File: config.mk
export PLATFORM = sky130hd
export DESIGN_NAME = reclocker_input_eye_monitor
export DESIGN_NICKNAME = d
export VERILOG_FILES = /design/src/rtl/reclocker_input_eye_monitor.v
export VERILOG_INCLUDE_DIRS = /design/src /design/src/rtl
export SDC_FILE = /design/constraint.sdc
export NUM_CORES = 1
export LEC_CHECK = 0
export ABC_AREA = 0
export BUFFER_PORTS_ARGS = -buffer_cell sky130_fd_sc_hd__buf_2
export CAP_MARGIN = 20
export CORE_UTILIZATION = 25
export DETAILED_ROUTE_END_ITERATION = 10
export GPL_ROUTABILITY_DRIVEN = 1
export MAX_ROUTING_LAYER = met4
export PLACE_DENSITY = 0.38
export SLEW_MARGIN = 20
export SYNTH_ARGS = -nofsm -noshare
export SYNTH_HDL_FRONTEND = slang
export SYNTH_SLANG_ARGS = --single-unit
File: constraint.sdc
create_clock -name mclk -period 3.7 [get_ports mclk]
set_clock_uncertainty 0.1 [all_clocks]
set_input_delay 0.555 -clock mclk [delete_from_list [all_inputs] [get_ports mclk]]
set_output_delay 0.555 -clock mclk [all_outputs]
set_load 0.005 [all_outputs]
File: src/rtl/reclocker_ctrl_defines.vh
`ifndef RECLOCKER_CTRL_DEFINES_VH
`define RECLOCKER_CTRL_DEFINES_VH
// ********************************
// Register offsets
// ********************************
`define REG_PATH_CONTROL 7'h00
`define REG_DETECT_LEVEL0 7'h01
`define REG_DETECT_LEVEL1 7'h02
`define REG_EQ_BOOST0 7'h03
`define REG_EQ_BOOST1 7'h04
`define REG_RATE_CODE 7'h05
`define REG_RATE_MASK_LO 7'h06
`define REG_RATE_MASK_HI 7'h07
`define REG_STATUS 7'h08
`define REG_EYE_SETUP 7'h09
`define REG_EYE_OBSERVE 7'h0a
`define REG_EYE_CONTROL 7'h24
`define REG_EYE_HITS_HIGH 7'h25
`define REG_EYE_HITS_LOW 7'h26
// ********************************
// Field positions
// ********************************
`define CTL_INPUT_SELECT 0
`define CTL_EQ_BYPASS 1
`define CTL_CDR_AROUND 2
`define CTL_DETECT0_POWER 3
`define CTL_DETECT1_POWER 4
`define EYE_POWER_BIT 0
`define EYE_FAST_BIT 7
`define EYE_BUSY_BIT 0
// ********************************
// Reset values
// ********************************
`define RST_PATH_CONTROL 8'h18
`define RST_DETECT_LEVEL 8'h40
`define RST_EQ_BOOST 8'h00
`define RST_RATE_CODE 4'h0
`define RST_RATE_MASK 10'h3ff
`define RST_EYE_SETUP 8'h00
`define RST_EYE_OBSERVE 8'h00
// ********************************
// Rate codes
// ********************************
`define RATE_1G4835 4'h7
`define RATE_10G3125 4'h9
`define RATE_125M 4'ha
`define RATE_1G25 4'hb
// ********************************
// Eye scan
// ********************************
`define EYE_LAST_POINT 12'hfff
`define EYE_BITS_PER_STEP 8'hff
`endif

File: src/rtl/reclocker_input_eye_monitor.v
`timescale 1ns/1ps
`include "reclocker_ctrl_defines.vh"
// Operation
// - Two signal detectors, powered on after reset
// - Detector asserts on signal, drops on noise
// - Each detector threshold separately programmable
// - Input zero selected after reset, host switches
// - Four two-bit boost stages, boost is sum
// - Only selected input equalizer is powered
// - Equalizer bypass setting available
// - Equalized data routed into recovery by default
// - Recovery tries each enabled supported rate
// - 125M and 1.25G rates use recovery bypass
// - Eye monitor valid only at 1.4835G up
// - Eye scan walks 64 by 64 points
// - Eye voltage span programmable
// - Observed bits per point host configurable
// - Fast readout starts on control bit 7
// - Busy bit high until sample available
// - Reading low count byte frees a buffer entry; scan waits on it only when full
module reclocker_input_eye_monitor (
  input wire mclk,
  input wire reset,
  input wire spiSsN,
  input wire spiSck,
  input wire spiMosi,
  output reg spiMiso,
  output reg spiMisoOe,
  input wire sigDetRaw0,
  input wire sigDetRaw1,
  input wire eyeHitRaw,
  output reg sigDetPower0,
  output reg sigDetPower1,
  output reg [7:0] sigDetLevel0,
  output reg [7:0] sigDetLevel1,
  output reg sigDetected0,
  output reg sigDetected1,
  output reg inputSelect,
  output reg eqPower0,
  output reg eqPower1,
  output reg eqBypass,
  output reg [7:0] eqBoostStages,
  output reg [3:0] eqBoostSum,
  output reg cdrEnable,
  output reg cdrRoute,
  output reg [9:0] cdrRateMask,
  output reg eyePower,
  output reg [2:0] eyeSpan,
  output reg [5:0] eyePhase,
  output reg [5:0] eyeVoltStep,
  output reg eyeActive
);

  // ********************************
  // Helpers
  // ********************************
  function [3:0] boostSum;
    input [7:0] stages;
    begin
      boostSum = {2'b00, stages[1:0]} + {2'b00, stages[3:2]} +
        {2'b00, stages[5:4]} + {2'b00, stages[7:6]};
    end
  endfunction

  function eyeRateOk;
    input [3:0] code;
    begin
      eyeRateOk = (code <= `RATE_1G4835) || (code == `RATE_10G3125);
    end
  endfunction

  // ********************************
  // Registers
  // ********************************
  reg [7:0] pathControl;
  reg [7:0] eqBoost0;
  reg [7:0] eqBoost1;
  reg [3:0] rateCode;
  reg [7:0] eyeSetup;
  reg [7:0] eyeObserve;
  reg fastEnable;

  // ********************************
  // Input synchronisers
  // ********************************
  reg ssMeta;
  reg ssSync;
  reg sckMeta;
  reg sckSync;
  reg sckLast;
  reg mosiMeta;
  reg mosiSync;
  reg det0Meta;
  reg det0Sync;
  reg det1Meta;
  reg det1Sync;
  reg hitMeta;
  reg hitSync;

  always @(posedge mclk) begin
    ssMeta <= spiSsN;
    ssSync <= ssMeta;
    sckMeta <= spiSck;
    sckSync <= sckMeta;
    sckLast <= sckSync;
    mosiMeta <= spiMosi;
    mosiSync <= mosiMeta;
    det0Meta <= sigDetRaw0;
    det0Sync <= det0Meta;
    det1Meta <= sigDetRaw1;
    det1Sync <= det1Meta;
    hitMeta <= eyeHitRaw;
    hitSync <= hitMeta;
  end

  wire sckRise = sckSync & ~sckLast & ~ssSync;
  wire sckFall = ~sckSync & sckLast & ~ssSync;

  // ********************************
  // Two-entry count buffer
  // ********************************
  reg [15:0] fifoMem [0:1];
  reg fifoWrPtr;
  reg fifoRdPtr;
  reg [1:0] fifoCount;
  wire fifoInReady = (fifoCount != 2'd2);
  wire fifoOutValid = (fifoCount != 2'd0);
  wire [15:0] fifoHead = fifoMem[fifoRdPtr];
  reg engValid;
  reg [15:0] engCount;
  wire fifoPush = engValid & fifoInReady;
  reg fifoPop;

  always @(posedge mclk) begin
    if (reset || !fastEnable) begin
      fifoWrPtr <= 1'b0;
      fifoRdPtr <= 1'b0;
      fifoCount <= 2'd0;
    end else begin
      if (fifoPush) begin
        fifoMem[fifoWrPtr] <= engCount;
        fifoWrPtr <= ~fifoWrPtr;
      end
      if (fifoPop) fifoRdPtr <= ~fifoRdPtr;
      fifoCount <= fifoCount + {1'b0, fifoPush} - {1'b0, fifoPop};
    end
  end

  // ********************************
  // Eye scan engine
  // ********************************
  localparam ENG_IDLE = 2'd0;
  localparam ENG_RUN = 2'd1;
  localparam ENG_HOLD = 2'd2;
  reg [1:0] engState;
  reg [11:0] point;
  reg [15:0] bitCount;
  wire eyeRun = fastEnable & eyeSetup[`EYE_POWER_BIT] & eyeRateOk(rateCode);

  always @(posedge mclk) begin
    if (reset || !eyeRun) begin
      engState <= ENG_IDLE;
      point <= 12'h000;
      bitCount <= 16'h0000;
      engCount <= 16'h0000;
      engValid <= 1'b0;
    end else begin
      case (engState)
        ENG_IDLE: begin
          bitCount <= 16'h0000;
          engCount <= 16'h0000;
          engState <= ENG_RUN;
        end
        ENG_RUN: begin
          if (hitSync && engCount != 16'hffff) engCount <= engCount + 16'h0001;
          bitCount <= bitCount + 16'h0001;
          // Observed bits per point = (setting + 1) * 256
          if (bitCount == {eyeObserve, `EYE_BITS_PER_STEP}) begin
            engValid <= 1'b1;
            engState <= ENG_HOLD;
          end
        end
        ENG_HOLD: begin
          // Stalls here while the host has two counts unread
          if (fifoPush) begin
            engValid <= 1'b0;
            point <= (point == `EYE_LAST_POINT) ? 12'h000 : point + 12'h001;
            engState <= ENG_IDLE;
          end
        end
        default: engState <= ENG_IDLE;
      endcase
    end
  end

  // ********************************
  // Serial register port
  // ********************************
  reg [2:0] bitIndex;
  reg [7:0] rxShift;
  reg [7:0] txShift;
  reg [6:0] regAddr;
  reg isRead;
  reg gotAddr;
  reg [7:0] readData;
  wire [7:0] rxByte = {rxShift[6:0], mosiSync};
  wire byteDone = sckRise & (bitIndex == 3'd7);
  wire [6:0] nextAddr = gotAddr ? regAddr + 7'd1 : rxByte[6:0];
  wire loadRead = byteDone & (gotAddr ? isRead : rxByte[7]);
  wire doWrite = byteDone & gotAddr & ~isRead;

  always @* begin
    case (nextAddr)
      `REG_PATH_CONTROL: readData = pathControl;
      `REG_DETECT_LEVEL0: readData = sigDetLevel0;
      `REG_DETECT_LEVEL1: readData = sigDetLevel1;
      `REG_EQ_BOOST0: readData = eqBoost0;
      `REG_EQ_BOOST1: readData = eqBoost1;
      `REG_RATE_CODE: readData = {4'h0, rateCode};
      `REG_RATE_MASK_LO: readData = cdrRateMask[7:0];
      `REG_RATE_MASK_HI: readData = {6'h00, cdrRateMask[9:8]};
      `REG_STATUS: readData = {4'h0, eyeActive, cdrEnable, sigDetected1, sigDetected0};
      `REG_EYE_SETUP: readData = eyeSetup;
      `REG_EYE_OBSERVE: readData = eyeObserve;
      `REG_EYE_CONTROL: readData = {fastEnable, 6'h00, fastEnable & ~fifoOutValid};
      `REG_EYE_HITS_HIGH: readData = fifoOutValid ? fifoHead[15:8] : 8'h00;
      `REG_EYE_HITS_LOW: readData = fifoOutValid ? fifoHead[7:0] : 8'h00;
      default: readData = 8'h00;
    endcase
  end

  always @(posedge mclk) begin
    // Head only moves on the low byte, so a high/low burst is one count
    fifoPop <= loadRead & (nextAddr == `REG_EYE_HITS_LOW) & fifoOutValid & ~fifoPop;
    if (reset || ssSync) begin
      bitIndex <= 3'd0;
      gotAddr <= 1'b0;
      isRead <= 1'b0;
      regAddr <= 7'h00;
      rxShift <= 8'h00;
      txShift <= 8'h00;
      spiMiso <= 1'b0;
      spiMisoOe <= 1'b0;
    end else begin
      spiMisoOe <= 1'b1;
      if (sckRise) begin
        rxShift <= rxByte;
        bitIndex <= bitIndex + 3'd1;
      end
      if (byteDone) begin
        regAddr <= nextAddr;
        gotAddr <= 1'b1;
        if (!gotAddr) isRead <= rxByte[7];
      end
      if (loadRead) begin
        txShift <= readData;
      end else if (sckFall) begin
        spiMiso <= txShift[7];
        txShift <= {txShift[6:0], 1'b0};
      end
    end
  end

  // ********************************
  // Host writable settings
  // ********************************
  always @(posedge mclk) begin
    if (reset) begin
      pathControl <= `RST_PATH_CONTROL;
      sigDetLevel0 <= `RST_DETECT_LEVEL;
      sigDetLevel1 <= `RST_DETECT_LEVEL;
      eqBoost0 <= `RST_EQ_BOOST;
      eqBoost1 <= `RST_EQ_BOOST;
      rateCode <= `RST_RATE_CODE;
      cdrRateMask <= `RST_RATE_MASK;
      eyeSetup <= `RST_EYE_SETUP;
      eyeObserve <= `RST_EYE_OBSERVE;
      fastEnable <= 1'b0;
    end else if (doWrite) begin
      case (regAddr)
        `REG_PATH_CONTROL: pathControl <= rxByte;
        `REG_DETECT_LEVEL0: sigDetLevel0 <= rxByte;
        `REG_DETECT_LEVEL1: sigDetLevel1 <= rxByte;
        `REG_EQ_BOOST0: eqBoost0 <= rxByte;
        `REG_EQ_BOOST1: eqBoost1 <= rxByte;
        `REG_RATE_CODE: rateCode <= rxByte[3:0];
        `REG_RATE_MASK_LO: cdrRateMask[7:0] <= rxByte;
        `REG_RATE_MASK_HI: cdrRateMask[9:8] <= rxByte[1:0];
        `REG_EYE_SETUP: eyeSetup <= rxByte;
        `REG_EYE_OBSERVE: eyeObserve <= rxByte;
        `REG_EYE_CONTROL: fastEnable <= rxByte[`EYE_FAST_BIT];
        default: fastEnable <= fastEnable;
      endcase
    end
  end

  // ********************************
  // Datapath control outputs
  // ********************************
  always @(posedge mclk) begin
    if (reset) begin
      sigDetPower0 <= 1'b1;
      sigDetPower1 <= 1'b1;
      sigDetected0 <= 1'b0;
      sigDetected1 <= 1'b0;
      inputSelect <= 1'b0;
      eqPower0 <= 1'b1;
      eqPower1 <= 1'b0;
      eqBypass <= 1'b0;
      eqBoostStages <= `RST_EQ_BOOST;
      eqBoostSum <= 4'h0;
      cdrEnable <= 1'b1;
      cdrRoute <= 1'b1;
      eyePower <= 1'b0;
      eyeSpan <= 3'd0;
      eyePhase <= 6'd0;
      eyeVoltStep <= 6'd0;
      eyeActive <= 1'b0;
    end else begin
      sigDetPower0 <= pathControl[`CTL_DETECT0_POWER];
      sigDetPower1 <= pathControl[`CTL_DETECT1_POWER];
      // Comparator level is applied in the analog front end
      sigDetected0 <= det0Sync & pathControl[`CTL_DETECT0_POWER];
      sigDetected1 <= det1Sync & pathControl[`CTL_DETECT1_POWER];
      inputSelect <= pathControl[`CTL_INPUT_SELECT];
      eqPower0 <= ~pathControl[`CTL_INPUT_SELECT];
      eqPower1 <= pathControl[`CTL_INPUT_SELECT];
      eqBypass <= pathControl[`CTL_EQ_BYPASS];
      eqBoostStages <= pathControl[`CTL_INPUT_SELECT] ? eqBoost1 : eqBoost0;
      eqBoostSum <= boostSum(pathControl[`CTL_INPUT_SELECT] ? eqBoost1 : eqBoost0);
      cdrEnable <= (rateCode != `RATE_125M) && (rateCode != `RATE_1G25);
      cdrRoute <= ~pathControl[`CTL_CDR_AROUND];
      eyePower <= eyeSetup[`EYE_POWER_BIT];
      eyeSpan <= eyeSetup[3:1];
      eyePhase <= point[11:6];
      eyeVoltStep <= point[5:0];
      eyeActive <= eyeRun;
    end
  end

endmodule
## After elaboration in Yosys (flattened, before gate mapping)

Memories as Yosys holds them, arrays and structs flattened. A register that Yosys moved wholly into a read port is not among the register bits.
Cells that the tools add are included.

- Bits in registers: 203
- Latch bits: 0
- Memory bits (writable): 32
- Memory bits (read-only): 0
- Input bits: 8
- Output and inout port bits: 67
- Logic and storage cells: 188
- Memories kept: 1

Memory list:

| name | words | width | read ports | clocked after memory_dff | wr ports | line | RTL |
|---|---|---|---|---|---|---|---|
| fifoMem | 2 | 16 | 1 | 1 | 1 | reclocker_input_eye_monitor.v:122 | `reg [15:0] fifoMem [0:1];` |

- Add/subtract/negate cells: 10
- Multipliers: 0
- Divide/modulo/power cells: 0
- $lt $le $gt $ge: 1
- Equal/unequal tests: 36
- Shift operators: 0
- Multiplexer cells: 24
- Bitwise gates (word level): 28
- Reduce and logical (&&, ||, !) cells: 31

Operator list:

| cell | count |
|---|---|
| 8-bit one-hot mux with 14 select lines | 1 |
| 16-bit one-hot mux with 2 select lines | 2 |
| 7-bit by 3-bit equality test with 1-bit output, second input constant | 8 |
| 8-bit two-way mux | 5 |
| 7-bit by 4-bit equality test with 1-bit output, second input constant | 5 |
| 16-bit by 1-bit adder with 16-bit output, second input constant | 2 |
| 2-bit AND reduction | 15 |
| 7-bit by 2-bit equality test with 1-bit output, second input constant | 4 |
| 7-bit by 6-bit equality test with 1-bit output, second input constant | 4 |
| 1-bit AND | 17 |
| 16-bit equality test | 1 |
| 16-bit two-way mux | 1 |
| 16-bit inequality test, second input constant | 1 |
| 7-bit by 1-bit equality test with 1-bit output, second input constant | 2 |
| 7-bit logical NOT | 2 |
| 12-bit by 1-bit adder with 12-bit output, second input constant | 1 |
| 12-bit equality test, second input constant | 1 |
| 12-bit two-way mux | 1 |
| 1-bit inverter | 11 |
| 1-bit two-way mux | 9 |
| 2-bit inequality test, second input constant | 4 |
| 4-bit inequality test, second input constant | 2 |
| 2-bit nonzero test | 4 |
| 7-bit by 1-bit adder with 7-bit output, second input constant | 1 |
| other kinds (20) | 26 |

## Depth between registers and ports, before layout

- Depth in word-level cells: 8
- Gate-level depth with buffers: 11
- Depth with buffers taken out: 9

## Worst setup path after synthesis

No wires, ideal clock.

- Kind: flip-flop to flip-flop
- Start: register pathControl[0]
- End: register eqBoostSum[2]
- Library setup time: 128 ps
- Arrival time: 2729 ps
- Required time: 3472 ps
- Setup slack: 743 ps
- Cell stages (with the launch flop): 8
- Buffers on the path: 1
- Period minus slack after synthesis: 2957 ps
- Cells stage by stage: dfxtp_1 > clkbuf_1 > mux2_2 > fa_1 > fa_1 > ha_1 > fa_1 > nor2b_1

- Word-level cells in the longest chain between the ends: 4

Ends and longest elaborated chain:

| item | line | RTL |
|---|---|---|
| start: declaration | reclocker_input_eye_monitor.v:75 | `reg [7:0] pathControl;` |
| start signal: assignment | reclocker_input_eye_monitor.v:269 | `` pathControl <= `RST_PATH_CONTROL; `` |
| start signal: assignment | reclocker_input_eye_monitor.v:281 | `` `REG_PATH_CONTROL: pathControl <= rxByte; `` |
| 8-bit two-way mux * | reclocker_input_eye_monitor.v:330 | `` eqBoostSum <= boostSum(pathControl[`CTL_INPUT_SELECT] ? eqBoost1 : eqBoost0); `` |
| 2-bit by 2-bit adder with 3-bit output | reclocker_input_eye_monitor.v:60 | `boostSum = {2'b00, stages[1:0]} + {2'b00, stages[3:2]} +` |
| 3-bit by 2-bit adder with 4-bit output | reclocker_input_eye_monitor.v:60 |  |
| 4-bit by 2-bit adder with 4-bit output * | reclocker_input_eye_monitor.v:61 | `{2'b00, stages[5:4]} + {2'b00, stages[7:6]};` |
| end signal: assignment | reclocker_input_eye_monitor.v:330 |  |
| end: declaration | reclocker_input_eye_monitor.v:43 | `output reg [3:0] eqBoostSum,` |

Every way passes the cells marked *; elsewhere a longest branch is shown, timed or not.
A chain may end at the register's enable or synchronous reset.

## Final worst setup path

- Start: register regAddr[0]
- End: register txShift[6]

- Word-level cells in the longest chain between the ends: 5
- Elaborated cells between the ends (all ways): 18
- Classes of those cells: add/sub: 1; eq/ne: 13; mux: 3; reduce/logical: 1

Ends and longest elaborated chain:

| item | line | RTL |
|---|---|---|
| start: declaration | reclocker_input_eye_monitor.v:202 | `reg [6:0] regAddr;` |
| start signal: assignment | reclocker_input_eye_monitor.v:251 | `regAddr <= nextAddr;` |
| 7-bit by 1-bit adder with 7-bit output * | reclocker_input_eye_monitor.v:208 | `wire [6:0] nextAddr = gotAddr ? regAddr + 7'd1 : rxByte[6:0];` |
| 7-bit two-way mux * | reclocker_input_eye_monitor.v:208 |  |
| 7-bit by 6-bit equality test with 1-bit output, or another cell as far along | reclocker_input_eye_monitor.v:213 | `case (nextAddr)` |
| 8-bit one-hot mux with 14 select lines * | reclocker_input_eye_monitor.v:213 |  |
| 8-bit two-way mux * | reclocker_input_eye_monitor.v:255 | `if (loadRead) begin` |
| end signal: assignment | reclocker_input_eye_monitor.v:256 | `txShift <= readData;` |
| end signal: assignment | reclocker_input_eye_monitor.v:259 | `txShift <= {txShift[6:0], 1'b0};` |
| end: declaration | reclocker_input_eye_monitor.v:201 | `reg [7:0] txShift;` |

Marks and branches as above.

==> summary.md <==
| Metric | Value |
|---|---|
| H-tree Lvls | `1` |
| Ant. Diodes | `0` |
| DRC viols | `0` |
| Crit path largest cell delay | `0.56 ns` |
| Final hold slack | `0.224 ns` |
| Slew @ Worst Pin | `0.974 ns` |
| CP startpoint kind | `register` |
| Post-CTS Resized | `0` |
| RSZ-0062 raised after global routing | `false` |
| Ys async rst share | `0%` |
| Placeable core area | `0.0402 mm^2` |
| Critical path arrival | `3.50 ns` |
| Relative slew slack | `35.0%` |
| First-pass GRT wire length | `47400 um` |
| Crit Path Max Fanout | `13` |
| Ports | `75` |
| DRT Wirelength | `31000 um` |
| Critical Path RT | `4.08 ns` |
| Max cap viols | `0` |
| CTS Sinks | `236` |
| Initial DRC Count | `441` |
| Yosys Warn Count | `0` |
| CP max stage cell | `dfxtp_1` |
| Seq/Total Area, Yosys | `49.0%` |
| Fin. max-slew vios | `0` |
| HPWL Detailed | `22000 um` |
| Via density | `4.63` |
| Final nets | `1132` |
| Synthesized area | `0.0103 mm^2` |
| Synth top area share | `39.7%` |
| GRT Overall Usage | `15.4%` |
| Yosys top cell by area | `dfxtp_1` |
| Clock Pin Slew Worst Setup and Hold Paths | `0.06 ns` |
| Top cells by area, synth | `dfxtp_1 40%, edfxtp_1 9.3%, mux2i_1 8.0%` |
| Grt ovf | `0` |
| Layout fillers | `4254` |
| Crit path cell chain | `ha_1 > nand3_1 > mux2_2 > a22oi_2 > nand2_1 > o22ai_1 > nor3_1 > o31ai_1` |
| Row count | `73` |
| Worst-case clock buffer depth | `3` |
| Total number of vias | `7661` |
| GPL Wtd Cong | `0.846` |
| Tcrit/Tclk final | `84.3%` |
| TritonCTS Buffers | `29` |
| Worst path bufs/invs | `0` |
| Worst Hold Class | `reg -> reg` |
| Die Wd | `205 um` |
| Layout cells sized above 1 | `16.8%` |
| Setup TNS | `0 ns` |
| Post-synth top cells | `204 x dfxtp_1, 130 x nor2_1, 94 x nand2_1` |
| Crit. End Element | `register` |
| Die height | `205 um` |
| Pre-antenna DRT Iters | `5` |
| Distinct cell type count after synthesis | `85` |
| Top cell family by delay on the critical path | `compound AO/OA/AOI/OAI gates` |
| Fin util | `30.0%` |
| Post-Place Setup Slack | `0.652 ns` |
| Worst IR Drop VDD | `0.000359 V` |
| Fin. Hold Viols | `0` |
| Wire length per cell | `18.7 um` |
| Initial core utilization | `25.6%` |
| Crit path kind | `reg -> reg` |
| Initial antenna violation count | `0` |
| CTS tree | `done` |
| Synth Register Bits | `236` |
| Leak | `4.23 nW` |
| Number of synthesized flops with an enable pin | `32` |
| Count leader, synth | `dfxtp_1` |
| Status | `finished clean` |
| Die footprint | `0.0420 mm^2` |
| PortBufs | `74` |
| Syn_nets | `1060` |
| Remaining antenna violation count | `0` |
| Final setup vio count | `0` |
| Post-Syn Instances | `1035` |
| Worst setup margin | `0.581 ns` |
| Largest net degree at the start of global routing | `82` |
| Synth-to-Final Area Change | `17.3%` |
| Vias in the first global route | `7560` |
| Tmin final | `3.12 ns` |
| Worst-skew pair later-pin latency | `0.57 ns` |
| Most used DFF post-synth | `dfxtp_1` |
| Root Driver | `clkbuf_16` |
| Pwr Density | `444 mW/mm^2` |
| Fmax | `0.321 GHz` |
| Synthesized area per cell | `9.94 um^2` |
## cell type report
type                            instances  area (um^2)  share of cell area [%]
Sequential cell                       236         5040                    41.8
Multi-Input combinational cell        726         4860                    40.3
Tap cell                              525          657                    5.44
Clock inverter                         11         75.1                   0.622
Inverter                               15         56.3                   0.466
Timing Repair Buffer                   99          573                    4.75
Clock buffer                           42          805                    6.67
## per-layer routing
layer | routed length (um) | vias up | track usage, %
li1 | - | 3779 | -
met3 | 1250 | 35 | 2.59
met1 | 15000 | 3701 | 20.7
met2 | 14200 | 146 | 24.0
met4 | 538 | 0 | 3.23
met5 | 0 | - | -
## worst reg2reg max path, stage by stage (launching register included)
cell,delay (ns)
dfxtp_1,0.56
ha_1,0.47
nand3_1,0.14
mux2_2,0.34
a22oi_2,0.49
nand2_1,0.33
o22ai_1,0.30
nor3_1,0.09
o31ai_1,0.22
## logic make-up after synthesis
family / share of synthesized area, %
XOR/XNOR: 4.26
adder cells (fa/ha/maj): 2.36
AO/OA/AOI/OAI: 11.3
multiplexers: 9.18
AND/OR/NAND/NOR: 20.0
flip-flops: 49.0
buffers and inverters: 3.87
## path summary, 6_finish.rpt
kind | cells past startpoint | startpoint | slack [ns] | endpoint
max | 8 | regAddr[0] | 0.58 | txShift[6]
min reg2reg | 0 | hitMeta | 0.22 | hitSync
max reg2reg | 8 | regAddr[0] | 0.58 | txShift[6]
min | 0 | hitMeta | 0.22 | hitSync
## layout by cell type, fill, tap and decap left out, drive strengths merged, types with 23 or more instances in the layout
cell / netlist / layout
clkbuf: 31 / 42
nand2: 97 / 97
edfxtp: 32 / 32
dfxtp: 204 / 204
mux2i: 82 / 82
a21oi: 40 / 40
xnor2: 27 / 27
nand3: 24 / 24
o21ai: 26 / 26
nor2b: 31 / 31
nor2: 139 / 139
buf: 27 / 93
xor2: 23 / 23
## where the power goes
group / switching (mW) / internal (mW)
Clock: 1.13 / 1.51
Combinational: 0.0705 / 0.0301
Sequential: 0.0110 / 2.60
## registers in the layout, summed over array words and instances (netlist names), 7 cells and up, named ones only
register       count
eyeObserve         8
bitCount          16
sigDetLevel0       8
regAddr            7
rxShift            7
eqBoost0           8
engCount          16
pathControl        8
sigDetLevel1       8
fifoMem           32
eqBoostStages      8
point             12
eqBoost1           8
eyeSetup           8
cdrRateMask       10
txShift            8
## stage by stage
stage | std cells | power (mW) | cell area [um^2]
6_report | 1654 | 5.36 | 12100
5_1_grt | 1654 | 5.57 | 12100
4_1_cts | 1654 | 5.45 | 12100
3_5_place_dp | 1595 | 2.77 | 11100
3_3_place_gp | 1595 | 2.77 | 11100
2_1_floorplan | 1035 | 2.73 | 10300
## repair_timing
action | in CTS | in global routing
hold endpoints to repair | 6 | 0
buffers inserted | 0 | 0
hold buffers | 6 | 0
(Power assumes the default switching activity.)
